File: config.mk
export PLATFORM = sky130hd
export DESIGN_NAME = rcf_reset_cause
export DESIGN_NICKNAME = d
export VERILOG_FILES = /design/src/hdl/rcf_pkg.sv /design/src/hdl/rcf_flag_if.sv /design/src/hdl/rcf_flag_bank.sv /design/src/hdl/rcf_reset_cause.sv
export SDC_FILE = /design/constraint.sdc
export NUM_CORES = 1
export LEC_CHECK = 0
export BUFFER_PORTS_ARGS = -buffer_cell sky130_fd_sc_hd__buf_2
export CORE_MARGIN = 2
export CORE_UTILIZATION = 43
export CTS_CLUSTER_SIZE = 12
export DETAILED_ROUTE_END_ITERATION = 10
export PLACE_DENSITY_LB_ADDON = 0.05
export SYNTH_ARGS = -nofsm -noshare
export SYNTH_HDL_FRONTEND = slang
export SYNTH_SLANG_ARGS = --single-unit
export TNS_END_PERCENT = 50
File: constraint.sdc
create_clock -name CORE_CLK -period 1.1 [get_ports CORE_CLK]
set_input_delay 0.165 -clock CORE_CLK [delete_from_list [all_inputs] [get_ports CORE_CLK]]
set_output_delay 0.165 -clock CORE_CLK [all_outputs]
set_load 0.01 [all_outputs]
File: src/hdl/rcf_pkg.sv
// ==========================================================================
// Reset-cause flag constants
package rcf_pkg;

    // ======================================================================
    // Register port geometry
    localparam int          ADDR_W = 8;
    localparam int          DATA_W = 32;

    // ======================================================================
    // Register offsets (byte addresses, one aligned word each)
    localparam logic [7:0]  OFS_CAUSE_CTRL = 8'h00;
    localparam logic [7:0]  OFS_IRQ_STATUS = 8'h04;
    localparam logic [7:0]  OFS_IRQ_MASK   = 8'h08;

    // ======================================================================
    // Cause indices into the flag bank
    localparam int          CAUSE_N     = 6;
    localparam int          IDX_SOFT    = 0;
    localparam int          IDX_WDOG    = 1;
    localparam int          IDX_POWER   = 2;
    localparam int          IDX_PIN     = 3;
    localparam int          IDX_HANG    = 4;
    localparam int          IDX_VOLT    = 5;

    // ======================================================================
    // Field positions in the cause/control register
    localparam int          BIT_SOFT    = 28;
    localparam int          BIT_WDOG    = 29;
    localparam int          BIT_POWER   = 27;
    localparam int          BIT_PIN     = 26;
    localparam int          BIT_CLEAR   = 24;
    localparam int          BIT_HANG    = 23;
    localparam int          BIT_VOLT    = 22;
    localparam int          BIT_HANG_EN = 7;
    localparam int          BIT_VOLT_EN = 6;

    // ======================================================================
    // Reset values
    localparam logic [5:0]  FLAGS_RST   = 6'h04;
    localparam logic        HANG_EN_RST = 1'b0;
    localparam logic        VOLT_EN_RST = 1'b0;
    localparam logic [5:0]  IRQ_RST     = 6'h00;
    localparam logic [31:0] WORD_ZERO   = 32'h00000000;

    typedef logic [CAUSE_N-1:0] rcf_cause_t;

    // Spread a cause vector onto its register bit positions
    function automatic logic [31:0] rcf_place(input rcf_cause_t v);
        logic [31:0] w;
        w = WORD_ZERO;
        w[BIT_SOFT]  = v[IDX_SOFT];
        w[BIT_WDOG]  = v[IDX_WDOG];
        w[BIT_POWER] = v[IDX_POWER];
        w[BIT_PIN]   = v[IDX_PIN];
        w[BIT_HANG]  = v[IDX_HANG];
        w[BIT_VOLT]  = v[IDX_VOLT];
        return w;
    endfunction

    // Gather register bit positions back into a cause vector
    function automatic rcf_cause_t rcf_gather(input logic [31:0] w);
        rcf_cause_t v;
        v           = '0;
        v[IDX_SOFT]  = w[BIT_SOFT];
        v[IDX_WDOG]  = w[BIT_WDOG];
        v[IDX_POWER] = w[BIT_POWER];
        v[IDX_PIN]   = w[BIT_PIN];
        v[IDX_HANG]  = w[BIT_HANG];
        v[IDX_VOLT]  = w[BIT_VOLT];
        return v;
    endfunction

endpackage

File: src/hdl/rcf_flag_if.sv
`timescale 1ns/1ps
`default_nettype none
// ==========================================================================
// Link between register logic and the flag bank
interface rcf_flag_if;
    import rcf_pkg::*;
    rcf_cause_t set_req;     // Per-cause set, one bit per index
    logic       clear_all;   // Software removal of all flags
    logic       power_clear; // Power reset: wipe before setting
    rcf_cause_t flags;       // Stored flags

    modport bank (
        input  set_req,
        input  clear_all,
        input  power_clear,
        output flags
    );
    modport ctrl (
        output set_req,
        output clear_all,
        output power_clear,
        input  flags
    );
endinterface
`default_nettype wire

File: src/hdl/rcf_flag_bank.sv
`timescale 1ns/1ps
`default_nettype none
// ==========================================================================
// Sticky reset-cause flag storage
module rcf_flag_bank (
    // Clock and reset
    input wire logic    clk,
    input wire logic    rst_n,
    // Flag link
    rcf_flag_if.bank    fl
);
    import rcf_pkg::*;

    logic [CAUSE_N-1:0] flag_q;

    // One flop per cause, set wins over any clear so events are not lost
    always_ff @(posedge clk or negedge rst_n) begin
        if (!rst_n) begin
            flag_q <= FLAGS_RST;
        end else begin
            for (int i = 0; i < CAUSE_N; i++) begin
                if (fl.set_req[i]) begin
                    flag_q[i] <= 1'b1;
                end else if (fl.clear_all || fl.power_clear) begin
                    flag_q[i] <= 1'b0;
                end
            end
        end
    end

    assign fl.flags = flag_q;

endmodule
`default_nettype wire

File: src/hdl/rcf_reset_cause.sv
`timescale 1ns/1ps
`default_nettype none
// ==========================================================================
// Reset-cause flags with control enables and interrupt
module rcf_reset_cause (
    // Clock and power reset
    input  wire logic                   CORE_CLK,
    input  wire logic                   RST_N,
    // Register port
    input  wire logic [rcf_pkg::ADDR_W-1:0] ADDR,
    input  wire logic [rcf_pkg::DATA_W-1:0] WDATA,
    input  wire logic                   WR,
    input  wire logic                   RD,
    output logic      [rcf_pkg::DATA_W-1:0] RDATA,
    // Reset source events
    input  wire logic                   SOFT_RESET_EVT,
    input  wire logic                   WATCHDOG_RESET_EVT,
    input  wire logic                   POWER_UP_DOWN_DETECTOR_EVT,
    input  wire logic                   EXTERNAL_RESET_PIN_EVT,
    input  wire logic                   CORE_HANG_EVT,
    input  wire logic                   PROGRAMMABLE_VOLTAGE_DETECTOR_EVT,
    // Reset requests to the sequencer
    output logic                        CORE_HANG_RESET_REQ,
    output logic                        VOLTAGE_RESET_REQ,
    // Interrupt
    output logic                        IRQ
);
    import rcf_pkg::*;

    // ======================================================================
    // Internal signals
    rcf_flag_if         flag_link ();

    logic               core_hang_reset_enable;
    logic               voltage_detect_reset_enable;
    rcf_cause_t         irq_status;
    rcf_cause_t         irq_mask;
    rcf_cause_t         cause_set;
    rcf_cause_t         next_irq_status;
    logic               hit_cause;
    logic               hit_irq_st;
    logic               hit_irq_mk;
    logic               clear_cause_flags;
    logic               hang_reset;
    logic               volt_reset;
    logic [31:0]        cause_word;
    logic [31:0]        next_rdata;

    // ======================================================================
    // Address decode
    assign hit_cause  = (ADDR == OFS_CAUSE_CTRL);
    assign hit_irq_st = (ADDR == OFS_IRQ_STATUS);
    assign hit_irq_mk = (ADDR == OFS_IRQ_MASK);

    // ======================================================================
    // Reset generation gated by enables
    // Lockup only becomes a reset, and a flag, while enabled
    assign hang_reset = CORE_HANG_EVT && core_hang_reset_enable;
    // Voltage detector only becomes a reset while enabled
    assign volt_reset = PROGRAMMABLE_VOLTAGE_DETECTOR_EVT
                        && voltage_detect_reset_enable;

    // Registered reset requests, one cycle after the enabled event
    always_ff @(posedge CORE_CLK or negedge RST_N) begin
        if (!RST_N) begin
            CORE_HANG_RESET_REQ <= 1'b0;
            VOLTAGE_RESET_REQ   <= 1'b0;
        end else begin
            CORE_HANG_RESET_REQ <= hang_reset;
            VOLTAGE_RESET_REQ   <= volt_reset;
        end
    end

    // ======================================================================
    // Cause collection
    // Every active source raises its own bit, hang and voltage only while enabled; several may coexist
    always_comb begin
        cause_set            = '0;
        cause_set[IDX_SOFT]  = SOFT_RESET_EVT;
        cause_set[IDX_WDOG]  = WATCHDOG_RESET_EVT;
        cause_set[IDX_POWER] = POWER_UP_DOWN_DETECTOR_EVT;
        cause_set[IDX_PIN]   = EXTERNAL_RESET_PIN_EVT;
        cause_set[IDX_HANG]  = hang_reset;
        cause_set[IDX_VOLT]  = volt_reset;
    end

    // Software removal: a one in the clear bit, a zero does nothing
    assign clear_cause_flags = WR && hit_cause && WDATA[BIT_CLEAR];

    // Drive the flag bank
    assign flag_link.set_req     = cause_set;
    assign flag_link.clear_all   = clear_cause_flags;
    // A power-down detection is a power reset and wipes older causes
    assign flag_link.power_clear = POWER_UP_DOWN_DETECTOR_EVT;

    // ======================================================================
    // Flag storage
    rcf_flag_bank u_bank (
        .clk   (CORE_CLK),
        .rst_n (RST_N),
        .fl    (flag_link.bank)
    );

    // ======================================================================
    // Control enables, written with the cause register
    // Reserved bits are ignored on write; software keeps them at reset value
    always_ff @(posedge CORE_CLK or negedge RST_N) begin
        if (!RST_N) begin
            core_hang_reset_enable      <= HANG_EN_RST;
            voltage_detect_reset_enable <= VOLT_EN_RST;
        end else if (WR && hit_cause) begin
            core_hang_reset_enable      <= WDATA[BIT_HANG_EN];
            voltage_detect_reset_enable <= WDATA[BIT_VOLT_EN];
        end
    end

    // ======================================================================
    // Interrupt status, sticky, write one to clear, set wins
    always_comb begin
        next_irq_status = irq_status;
        if (WR && hit_irq_st) begin
            next_irq_status = irq_status & ~rcf_gather(WDATA);
        end
        next_irq_status = next_irq_status | cause_set;
    end

    always_ff @(posedge CORE_CLK or negedge RST_N) begin
        if (!RST_N) begin
            irq_status <= IRQ_RST;
        end else begin
            irq_status <= next_irq_status;
        end
    end

    // Interrupt mask, same layout as the status
    always_ff @(posedge CORE_CLK or negedge RST_N) begin
        if (!RST_N) begin
            irq_mask <= IRQ_RST;
        end else if (WR && hit_irq_mk) begin
            irq_mask <= rcf_gather(WDATA);
        end
    end

    // Level interrupt while any unmasked status bit is set
    assign IRQ = |(irq_status & irq_mask);

    // ======================================================================
    // Read path
    // Cause word: flags, enables; clear bit and reserved bits read zero
    always_comb begin
        cause_word              = rcf_place(flag_link.flags);
        cause_word[BIT_HANG_EN] = core_hang_reset_enable;
        cause_word[BIT_VOLT_EN] = voltage_detect_reset_enable;
    end

    // Select read data, unmapped offsets read zero
    always_comb begin
        next_rdata = WORD_ZERO;
        if (RD) begin
            if (hit_cause) begin
                next_rdata = cause_word;
            end else if (hit_irq_st) begin
                next_rdata = rcf_place(irq_status);
            end else if (hit_irq_mk) begin
                next_rdata = rcf_place(irq_mask);
            end
        end
    end

    // Read data stand one cycle after the strobe, zero otherwise
    always_ff @(posedge CORE_CLK or negedge RST_N) begin
        if (!RST_N) begin
            RDATA <= WORD_ZERO;
        end else begin
            RDATA <= next_rdata;
        end
    end

endmodule
`default_nettype wire

==> results of run 1 <==
[power by group through the flow]
stage	Combinational (mW)	Sequential [mW]	Clock (mW)
after floorplan	0.234	1.21	0
after global placement	0.316	1.22	0
after detailed placement	0.321	1.22	0
after CTS	0.333	1.20	0.617
after global routing	0.363	1.21	0.670
final	0.330	1.20	0.602
[sequential cells by signal, summed over array words and instances (netlist names)]
register / count
RDATA: 8
irq_mask: 6
irq_status: 6
u_bank.fl.flags: 6
CORE_HANG_RESET_REQ: 1
VOLTAGE_RESET_REQ: 1
core_hang_reset_enable: 1
voltage_detect_reset_enable: 1
[final cells by class]
cell class	instances	share of cell area, %
Sequential cell	30	40.5
Multi-Input combinational cell	92	33.9
Timing Repair Buffer	60	20.1
Tap cell	46	3.10
Clock buffer	7	2.43
[cell usage in the layout (no fill, tap or decap), drive strengths merged, types with 2 or more instances in the layout]
cell / Yosys / layout
buf: 28 / 59
dfrtp: 29 / 29
conb: 1 / 24
a21o: 12 / 12
mux2: 8 / 8
nand4: 7 / 7
clkbuf: 0 / 7
mux2i: 6 / 6
or2: 6 / 6
nand2: 6 / 6
a21oi: 6 / 6
nor4b: 3 / 3
a22oi: 3 / 3
nand3: 3 / 3
and2: 2 / 2
nor2b: 2 / 2
[timing repair]
item | 4_1_cts | 5_1_grt
setup buffers | 2 | 1
resized for setup | 1 | 1
endpoints found under the setup margin | 1 | 2
cloned | 0 | 0
hold endpoints to repair | 12 | 0
pin swaps | 0 | 1
hold buffers | 1 | 0
[logic make-up after synthesis]
group / after synthesis / share of synthesized area (%)
AOI/OAI and AO/OA: 22 / 10.1
buffers and inverters: 28 / 14.0
and+or+nand+nor: 32 / 14.7
muxes: 14 / 10.2
other: 1 / 0.254
DFF: 30 / 50.8
[cells in the mapped netlist]
| cell | number | area [µm²] |
|---|---|---|
| or2_2 | 6 | 37.5 |
| a21o_1 | 12 | 90.1 |
| buf_2 | 3 | 15.0 |
| nor4b_4 | 1 | 23.8 |
| a31oi_1 | 1 | 6.26 |
| buf_6 | 1 | 11.3 |
| nand2_1 | 6 | 22.5 |
| buf_4 | 24 | 180 |
| dfrtp_1 | 29 | 726 |
| mux2_2 | 8 | 90.1 |
| dfstp_2 | 1 | 26.3 |
| a22oi_1 | 3 | 22.5 |
| and2_1 | 2 | 12.5 |
| nand3_1 | 2 | 10.0 |
| nor2_1 | 1 | 3.75 |
| nor2b_2 | 1 | 8.76 |
| nor4b_1 | 2 | 17.5 |
| nand3_4 | 1 | 17.5 |
| nand4_1 | 7 | 43.8 |
| nand3b_1 | 1 | 7.51 |
| nor2b_1 | 1 | 6.26 |
| nor4_1 | 1 | 6.26 |
| a21oi_1 | 6 | 30.0 |
| mux2i_1 | 6 | 60.1 |
| conb_1 | 1 | 3.75 |
[stage by stage]
stage          setup slack, ns  setup TNS, ns
6_report                -0.257         -0.257
5_1_grt                 -0.327         -0.336
3_3_place_gp            -0.255          -5.53
4_1_cts                 -0.259         -0.259
2_1_floorplan          -0.0997          -1.11
3_5_place_dp            -0.253          -5.45
[layer usage]
layer,part of all wire (%),up-vias,track usage (%)
li1,-,523,-
met1,42,556,21.4
met2,50,42,28.4
met3,6.2,7,5.41
met4,1.6,0,7.22
met5,0,-,0
[final timing paths]
path	startpoint	to	slack, ns
setup / recovery	irq_status[2]	IRQ	-0.26
hold / removal	SOFT_RESET_EVT	u_bank.fl.flags[0]	0.03
setup reg to reg	u_bank.fl.flags[2]	RDATA[27]	0.05
hold reg to reg	u_bank.fl.flags[0]	u_bank.fl.flags[0]	0.49
max in group asynchronous	RST_N	u_bank.fl.flags[3]	0.43
min in group asynchronous	RST_N	RDATA[26]	0.26
==> results.ini, run 1 <==
[clock_tree]
cts_buffers=5
clock_latency_ns=0.33
cts_max_level=2
cts.sinks=30
clk_path_buf_depth=2
cts_tree=done
cts.clk_slew.worst_paths_ns=0.09
clockRootBuffer=clkbuf_4

[drt]
drtAntennaViolNets=0
post-route-drc-count=0
first_pass_iters=4
post_drt_via_cell_ratio=4.80
vias=1128
drt_iter0_drc=35
routedWlPerCell_um=13.7
drt-total-wl_um=3220

[run_status]
violations=setup timing
status=finished with violations

[placement]
place_congestion=0.792
dp_cells=224
io_buffer_count=37
dpl_cell_area_um2=1770
hpwl_um=2460

[critical_path]
end_kind=output port
critical_path_class=flip-flop to output port
critPathMaxFanout=2
slowest_stage=dfrtp_1
worstPathRequired_ns=0.94
crit_chain=a22oi_2, nand3_1, buf_2
crit_cells=3
ff2ff_path_depth=3
crit_buf_inv=1
worstPathArrival_ns=1.19
startpoint_type=flip-flop
cp_slowest_stage_delay_ns=0.41
cp_top_family=flip-flops

[grt]
antenna_found_initial=0
first_global_vias=1091
grt_pass1_wl_um=5180
track_usage_pct=17.4
grt_max_degree=19
grt_overflow=0

[pwr]
p_leak_nw=0.973
powerDensity_nw_per_um2=1150
power_frac_seq_pct=56.3
p_switching_mw=0.574
finalPower_mw=2.13
intPower_mw=1.56
pwr-share-clk_pct=28.2
ir_drop_uv=697
switching_share_pct=26.9
comb_power_share_pct=15.5

[die]
die-area_um2=3920
std_cell_rows=21
core_um2=3310
initial_core_util_pct=44.7
fp.dieH_um=62.6
pin_count=85
die_w_um=62.6

[synthesis]
syn_avg_cell_area_um2=11.6
ys_ff_latch=30
synth_area_um2=1480
synth-warning-count=0
yosysUniqueCellTypes=25
yosysSeqAreaShare_pct=50.8
netlist_instances=127

[layout]
fin_area_um2=1860
final_core_util_pct=56.0
stdcell_count=235
multi_input_area_um2=628
n_fill_cell=311
area_growth_pct=25.5
drive_above_1_share_pct=45.0
diodes=0
finalNetCount=239
sequential_cell_area_um2=752

[hold_path]
whs_path_depth=2
hp-class=input pin to flip-flop

[sta]
max_freq_mhz=737
whs_ns=0.0295
fin_skew_ns=0.0103
finalHoldViolCount=0
rsz0062_at_grt=true
fin_crit_sh_pct=123
slew_violations=0
setup_viol=1
setup_ws_ns=-0.257
period_minus_slack_ns=1.36

[job]
maxCapViolations=0

Note: power is estimated with default switching activity, not from simulation.
==> run 2: changes to the inputs <==
--- a/config.mk
+++ b/config.mk
@@ -11,6 +11,7 @@
 export CTS_CLUSTER_SIZE = 12
 export DETAILED_ROUTE_END_ITERATION = 10
 export PLACE_DENSITY_LB_ADDON = 0.05
+export REMOVE_ABC_BUFFERS = 1
 export SYNTH_ARGS = -nofsm -noshare
 export SYNTH_HDL_FRONTEND = slang
 export SYNTH_SLANG_ARGS = --single-unit
==> results.ini, run 2 (same netlist as run 1, synthesis figures left out) <==
[critical_path]
end_kind=output port
cp_slowest_stage_delay_ns=0.41  ; about the same
critPathMaxFanout=3  ; +1
cp_top_family=flip-flops
crit_chain=a22oi_2, nand3_1, buf_2
worstPathRequired_ns=0.94  ; about the same
startpoint_type=flip-flop
slowest_stage=dfrtp_1
crit_buf_inv=1  ; unchanged
worstPathArrival_ns=1.20  ; about the same
critical_path_class=flip-flop to output port

[drt]
first_pass_iters=4  ; unchanged
drt_iter0_drc=31  ; -11%
drt-total-wl_um=3160  ; -1.6%
routedWlPerCell_um=13.5  ; -1.2%
post-route-drc-count=0  ; unchanged
drtAntennaViolNets=0  ; unchanged
post_drt_via_cell_ratio=4.78  ; -0.37%
vias=1119  ; -0.80%

[pwr]
pwr-share-clk_pct=28.3  ; about the same
comb_power_share_pct=15.2  ; -0.3 points
switching_share_pct=27.0  ; +0.11 points
powerDensity_nw_per_um2=1160  ; +0.49%
power_frac_seq_pct=56.6  ; +0.3 points
p_leak_nw=0.963  ; -1.1%
finalPower_mw=2.13  ; -0.18%
p_switching_mw=0.576  ; +0.24%
intPower_mw=1.55  ; -0.34%
ir_drop_uv=621  ; -11%

[clock_tree]
cts_buffers=5  ; unchanged
clock_latency_ns=0.34  ; about the same
clockRootBuffer=clkbuf_4
cts_tree=done
cts.clk_slew.worst_paths_ns=0.09  ; about the same
clk_path_buf_depth=2  ; unchanged
cts_max_level=2  ; unchanged
cts.sinks=30  ; unchanged

[grt]
grt_overflow=0  ; unchanged
first_global_vias=1030  ; -5.6%
grt_max_degree=31  ; +12
grt_pass1_wl_um=5030  ; -2.8%
antenna_found_initial=0  ; unchanged
track_usage_pct=17.2  ; -0.21 points

[layout]
area_growth_pct=24.6
top_register=RDATA
largest_register_ffs=8  ; unchanged
multi_input_area_um2=623  ; -0.80%
final_core_util_pct=55.7  ; -0.38 points
layout_common_cells=37 x buf_2, 29 x dfrtp_1, 24 x conb_1
finalNetCount=238  ; -0.42%
final_common_cell=buf_2
fin_area_um2=1840  ; -0.67%
diodes=0  ; unchanged
stdcell_count=234  ; -0.43%
n_fill_cell=326  ; +4.8%
sequential_cell_area_um2=752  ; unchanged
drive_above_1_share_pct=44.7  ; -0.29 points

[placement]
io_buffer_count=37  ; unchanged
hpwl_um=2470  ; +0.60%
place_congestion=0.842  ; +6.4%
dp_slack_ns=-0.277  ; -0.0236 ns
dp_cells=224  ; unchanged
dpl_cell_area_um2=1760  ; -0.28%

[die]
std_cell_rows=21  ; unchanged
initial_core_util_pct=44.7  ; unchanged
die_w_um=62.6  ; unchanged
core_um2=3310  ; unchanged
fp.dieH_um=62.6  ; unchanged
die-area_um2=3920  ; unchanged
pin_count=85  ; unchanged

[sta]
fin_tns_setup_ns=-0.270  ; -0.0127 ns
setup_viol=1  ; unchanged
rsz0062_at_grt=true
whs_ns=0.0243  ; -0.00528 ns
fin_skew_ns=0.00755  ; -0.00277 ns
setup_ws_ns=-0.270  ; -0.0127 ns
fin_crit_sh_pct=125  ; +1.2 points
finalHoldViolCount=0  ; unchanged
max_freq_mhz=730  ; -0.93%
slew_violations=0  ; unchanged
period_minus_slack_ns=1.37  ; +0.0127 ns

[hold_path]
hp-class=input pin to flip-flop

[job]
maxCapViolations=0  ; unchanged

[run_status]
violations=setup timing
status=finished with violations

## run 2: changes by cell type in the layout (fill, tap and decap cells not counted), sizes merged
cell / change
buf: -1
## run 2: power by group through the flow
| stage | registers [mW] | logic [mW] | clock network [mW] |
|---|---|---|---|
| 2_1_floorplan | 1.21 | 0.149 | 0 |
| 3_3_place_gp | 1.22 | 0.313 | 0 |
| 3_5_place_dp | 1.22 | 0.317 | 0 |
| 4_1_cts | 1.20 | 0.326 | 0.616 |
| 5_1_grt | 1.21 | 0.352 | 0.684 |
| 6_report | 1.20 | 0.323 | 0.602 |
## run 2: timing repair
| action | CTS | global route |
|---|---|---|
| endpoints found under the setup margin | 1 | 1 |
| buffers inserted | 1 | 1 |
| resized for setup | 2 | 0 |
| hold buffers | 1 | 0 |
| cloned | 0 | 0 |
| hold endpoints to repair | 30 | 0 |
## run 2: routing by layer
layer | vias up | GRT usage, % | routed length, µm | part of all wire (%)
met2 | 52 | 26.2 | 1500 | 48
met3 | 8 | 7.21 | 239 | 7.6
met1 | 540 | 20.9 | 1350 | 43
met4 | 0 | 8.61 | 70 | 2.2
met5 | - | 0 | 0 | 0
li1 | 519 | - | - | -
## run 2: cell type report
| type | count | share of cell area [%] |
|---|---|---|
| Tap cell | 46 | 3.12 |
| Timing Repair Buffer | 59 | 19.8 |
| Clock buffer | 7 | 2.44 |
| Sequential cell | 30 | 40.8 |
| Multi-Input combinational cell | 92 | 33.8 |
## run 2: final timing paths
path	start	endpoint	slack, ns	cells after the start
min	WATCHDOG_RESET_EVT	u_bank.fl.flags[1]	0.02	2
max in group asynchronous	RST_N	u_bank.fl.flags[2]	0.54	3
max reg2reg	u_bank.fl.flags[2]	RDATA[27]	0.05	3
min reg2reg	u_bank.fl.flags[3]	u_bank.fl.flags[3]	0.48	1
min in group asynchronous	RST_N	irq_mask[5]	0.32	3
max	irq_mask[3]	IRQ	-0.27	3
==> run 3: changes to the inputs <==
--- a/config.mk
+++ b/config.mk
@@ -10,6 +10,7 @@
 export CORE_UTILIZATION = 43
 export CTS_CLUSTER_SIZE = 12
 export DETAILED_ROUTE_END_ITERATION = 10
+export GPL_TIMING_DRIVEN = 0
 export PLACE_DENSITY_LB_ADDON = 0.05
 export REMOVE_ABC_BUFFERS = 1
 export SYNTH_ARGS = -nofsm -noshare
==> results.ini, run 3 (same netlist as run 1, synthesis figures left out) <==
[placement]
io_buffer_count=37  ; unchanged
hpwl_um=2070  ; -16%
place_congestion=0.716  ; -15%
dp_cells=206  ; -8.0%
dp_slack_ns=-0.884  ; -0.608 ns

[grt]
grt_max_degree=31  ; unchanged
antenna_found_initial=0  ; unchanged
track_usage_pct=17.1  ; -0.072 points
grt_overflow=0  ; unchanged
first_global_vias=1065  ; +3.4%
grt_pass1_wl_um=5020  ; -0.14%

[hold_path]
hold_path.startpoint=WATCHDOG_RESET_EVT
hp-class=input pin to flip-flop
holdPathEnd=u_bank.fl.flags[1]
whs_path_depth=2  ; unchanged

[sta]
finalHoldViolCount=0  ; unchanged
fin_crit_sh_pct=122  ; -2.5 points
slew_violations=0  ; unchanged
fin_skew_ns=0.00366  ; -0.00389 ns
max_freq_mhz=745  ; +2.0%
whs_ns=0.0264  ; +0.00211 ns
setup_viol=5  ; +4
rsz0062_at_grt=true
period_minus_slack_ns=1.34  ; -0.0275 ns
worst_pin_slew_ns=0.669
slew_headroom_pct=55.4
setup_ws_ns=-0.242  ; +0.0275 ns

[pwr]
p_leak_nw=0.978  ; +1.6%
finalPower_mw=2.32  ; +9.1%
powerDensity_nw_per_um2=1230  ; +6.5%
ir_drop_uv=727  ; +17%

[die]
pin_count=85  ; unchanged
die_w_um=62.6  ; unchanged
fp.dieH_um=62.6  ; unchanged
die-area_um2=3920  ; unchanged
core_um2=3310  ; unchanged
initial_core_util_pct=44.7  ; unchanged
std_cell_rows=21  ; unchanged

[layout]
top_register=RDATA
diodes=0  ; unchanged
area_growth_pct=27.7
final_core_util_pct=57.0  ; +1.4 points
largest_register_ffs=8  ; unchanged
n_fill_cell=321  ; -1.5%
drive_above_1_share_pct=46.5  ; +1.8 points
sequential_cell_area_um2=752  ; unchanged
finalNetCount=234  ; -1.7%
layout_common_cells=35 x buf_2, 29 x dfrtp_1, 24 x conb_1
final_common_cell=buf_2
multi_input_area_um2=657  ; +5.4%
stdcell_count=231  ; -1.3%

[critical_path]
ff2ff_path_depth=3  ; unchanged
startpoint_type=flip-flop
slowest_stage=dfrtp_1
reg2reg_slack_ns=0.05  ; about the same
critical_path_class=flip-flop to output port
worstPathArrival_ns=1.18  ; -0.02 ns
crit_chain=a22oi_2, nand3_1, buf_2
worstPathRequired_ns=0.94  ; about the same
r2r-start=u_bank.fl.flags[2]
critPathMaxFanout=2  ; -1
cp_slowest_stage_delay_ns=0.40  ; about the same
r2r-end=RDATA[27]
end_kind=output port

[drt]
first_pass_iters=4  ; unchanged
post-route-drc-count=0  ; unchanged
routedWlPerCell_um=13.3  ; -1.3%
drtAntennaViolNets=0  ; unchanged
vias=1079  ; -3.6%
drt_iter0_drc=12  ; -61%
drt-total-wl_um=3080  ; -2.6%
post_drt_via_cell_ratio=4.67  ; -2.3%

[clock_tree]
clk_path_buf_depth=2  ; unchanged
cts_max_level=2  ; unchanged
cts_tree=done
clock_latency_ns=0.32  ; -0.02 ns
cts.sinks=30  ; unchanged
clockRootBuffer=clkbuf_4
cts.clk_slew.worst_paths_ns=0.09  ; about the same
cts_buffers=5  ; unchanged

[run_status]
violations=setup timing
status=finished with violations

[job]
maxCapViolations=0  ; unchanged

## run 3: report_power, final
group / switching, mW / internal (mW)
Sequential: 0.0439 / 1.16
Combinational: 0.169 / 0.150
Clock: 0.366 / 0.436
## run 3: worst max-delay path: cells and delay by family (launching register included)
kind,cells,cell delay [ns]
buffers and inverters,1,0.15
AO/OA/AOI/OAI,1,0.19
flip-flops,1,0.40
AND/OR/NAND/NOR,1,0.11
## run 3: cell type report
class	instances	area share, %
clock buffers	8	4.17
flip-flops and latches	30	39.8
repair buffers	55	18.2
multi-input cells	92	34.8
well taps	46	3.05
## run 3: repair_timing
action	4_1_cts	5_1_grt
gates cloned	0	0
buffers inserted	13	3
endpoints found under the setup margin	26	10
endpoints found under the hold margin	29	0
pin swaps	4	4
resized for setup	10	3
hold buffers	1	0
## run 3: stage by stage
step                cell area [µm²]  setup TNS (ns)
global route                   1890          -0.530
global placement               1600          -48.06
CTS                            1850          -0.252
floorplan                      1360          -22.22
finish                         1890          -0.274
detailed placement             1620          -16.32
## run 3: metal layers
layer / global-route usage [%] / up-vias / routed length (µm) / part of all wire, %
li1: - / 513 / - / -
met1: 20.9 / 515 / 1330 / 43
met2: 28.2 / 45 / 1500 / 49
met3: 4.32 / 6 / 196 / 6.4
met4: 8.33 / 0 / 51 / 1.7
met5: 0 / - / 0 / 0
## run 3: how the worst max path moves through the flow
stage                              from     endpoint  slack [ns]  cells past startpoint
after floorplan                 ADDR[5]  irq_mask[0]       -1.14                      3
after global placement          ADDR[5]  irq_mask[5]       -2.18                      4
after detailed placement        ADDR[5]  irq_mask[3]       -0.88                      5
after CTS                   irq_mask[2]          IRQ       -0.25                      3
after global routing      irq_status[3]          IRQ       -0.30                      3
final                       irq_mask[2]          IRQ       -0.24                      3
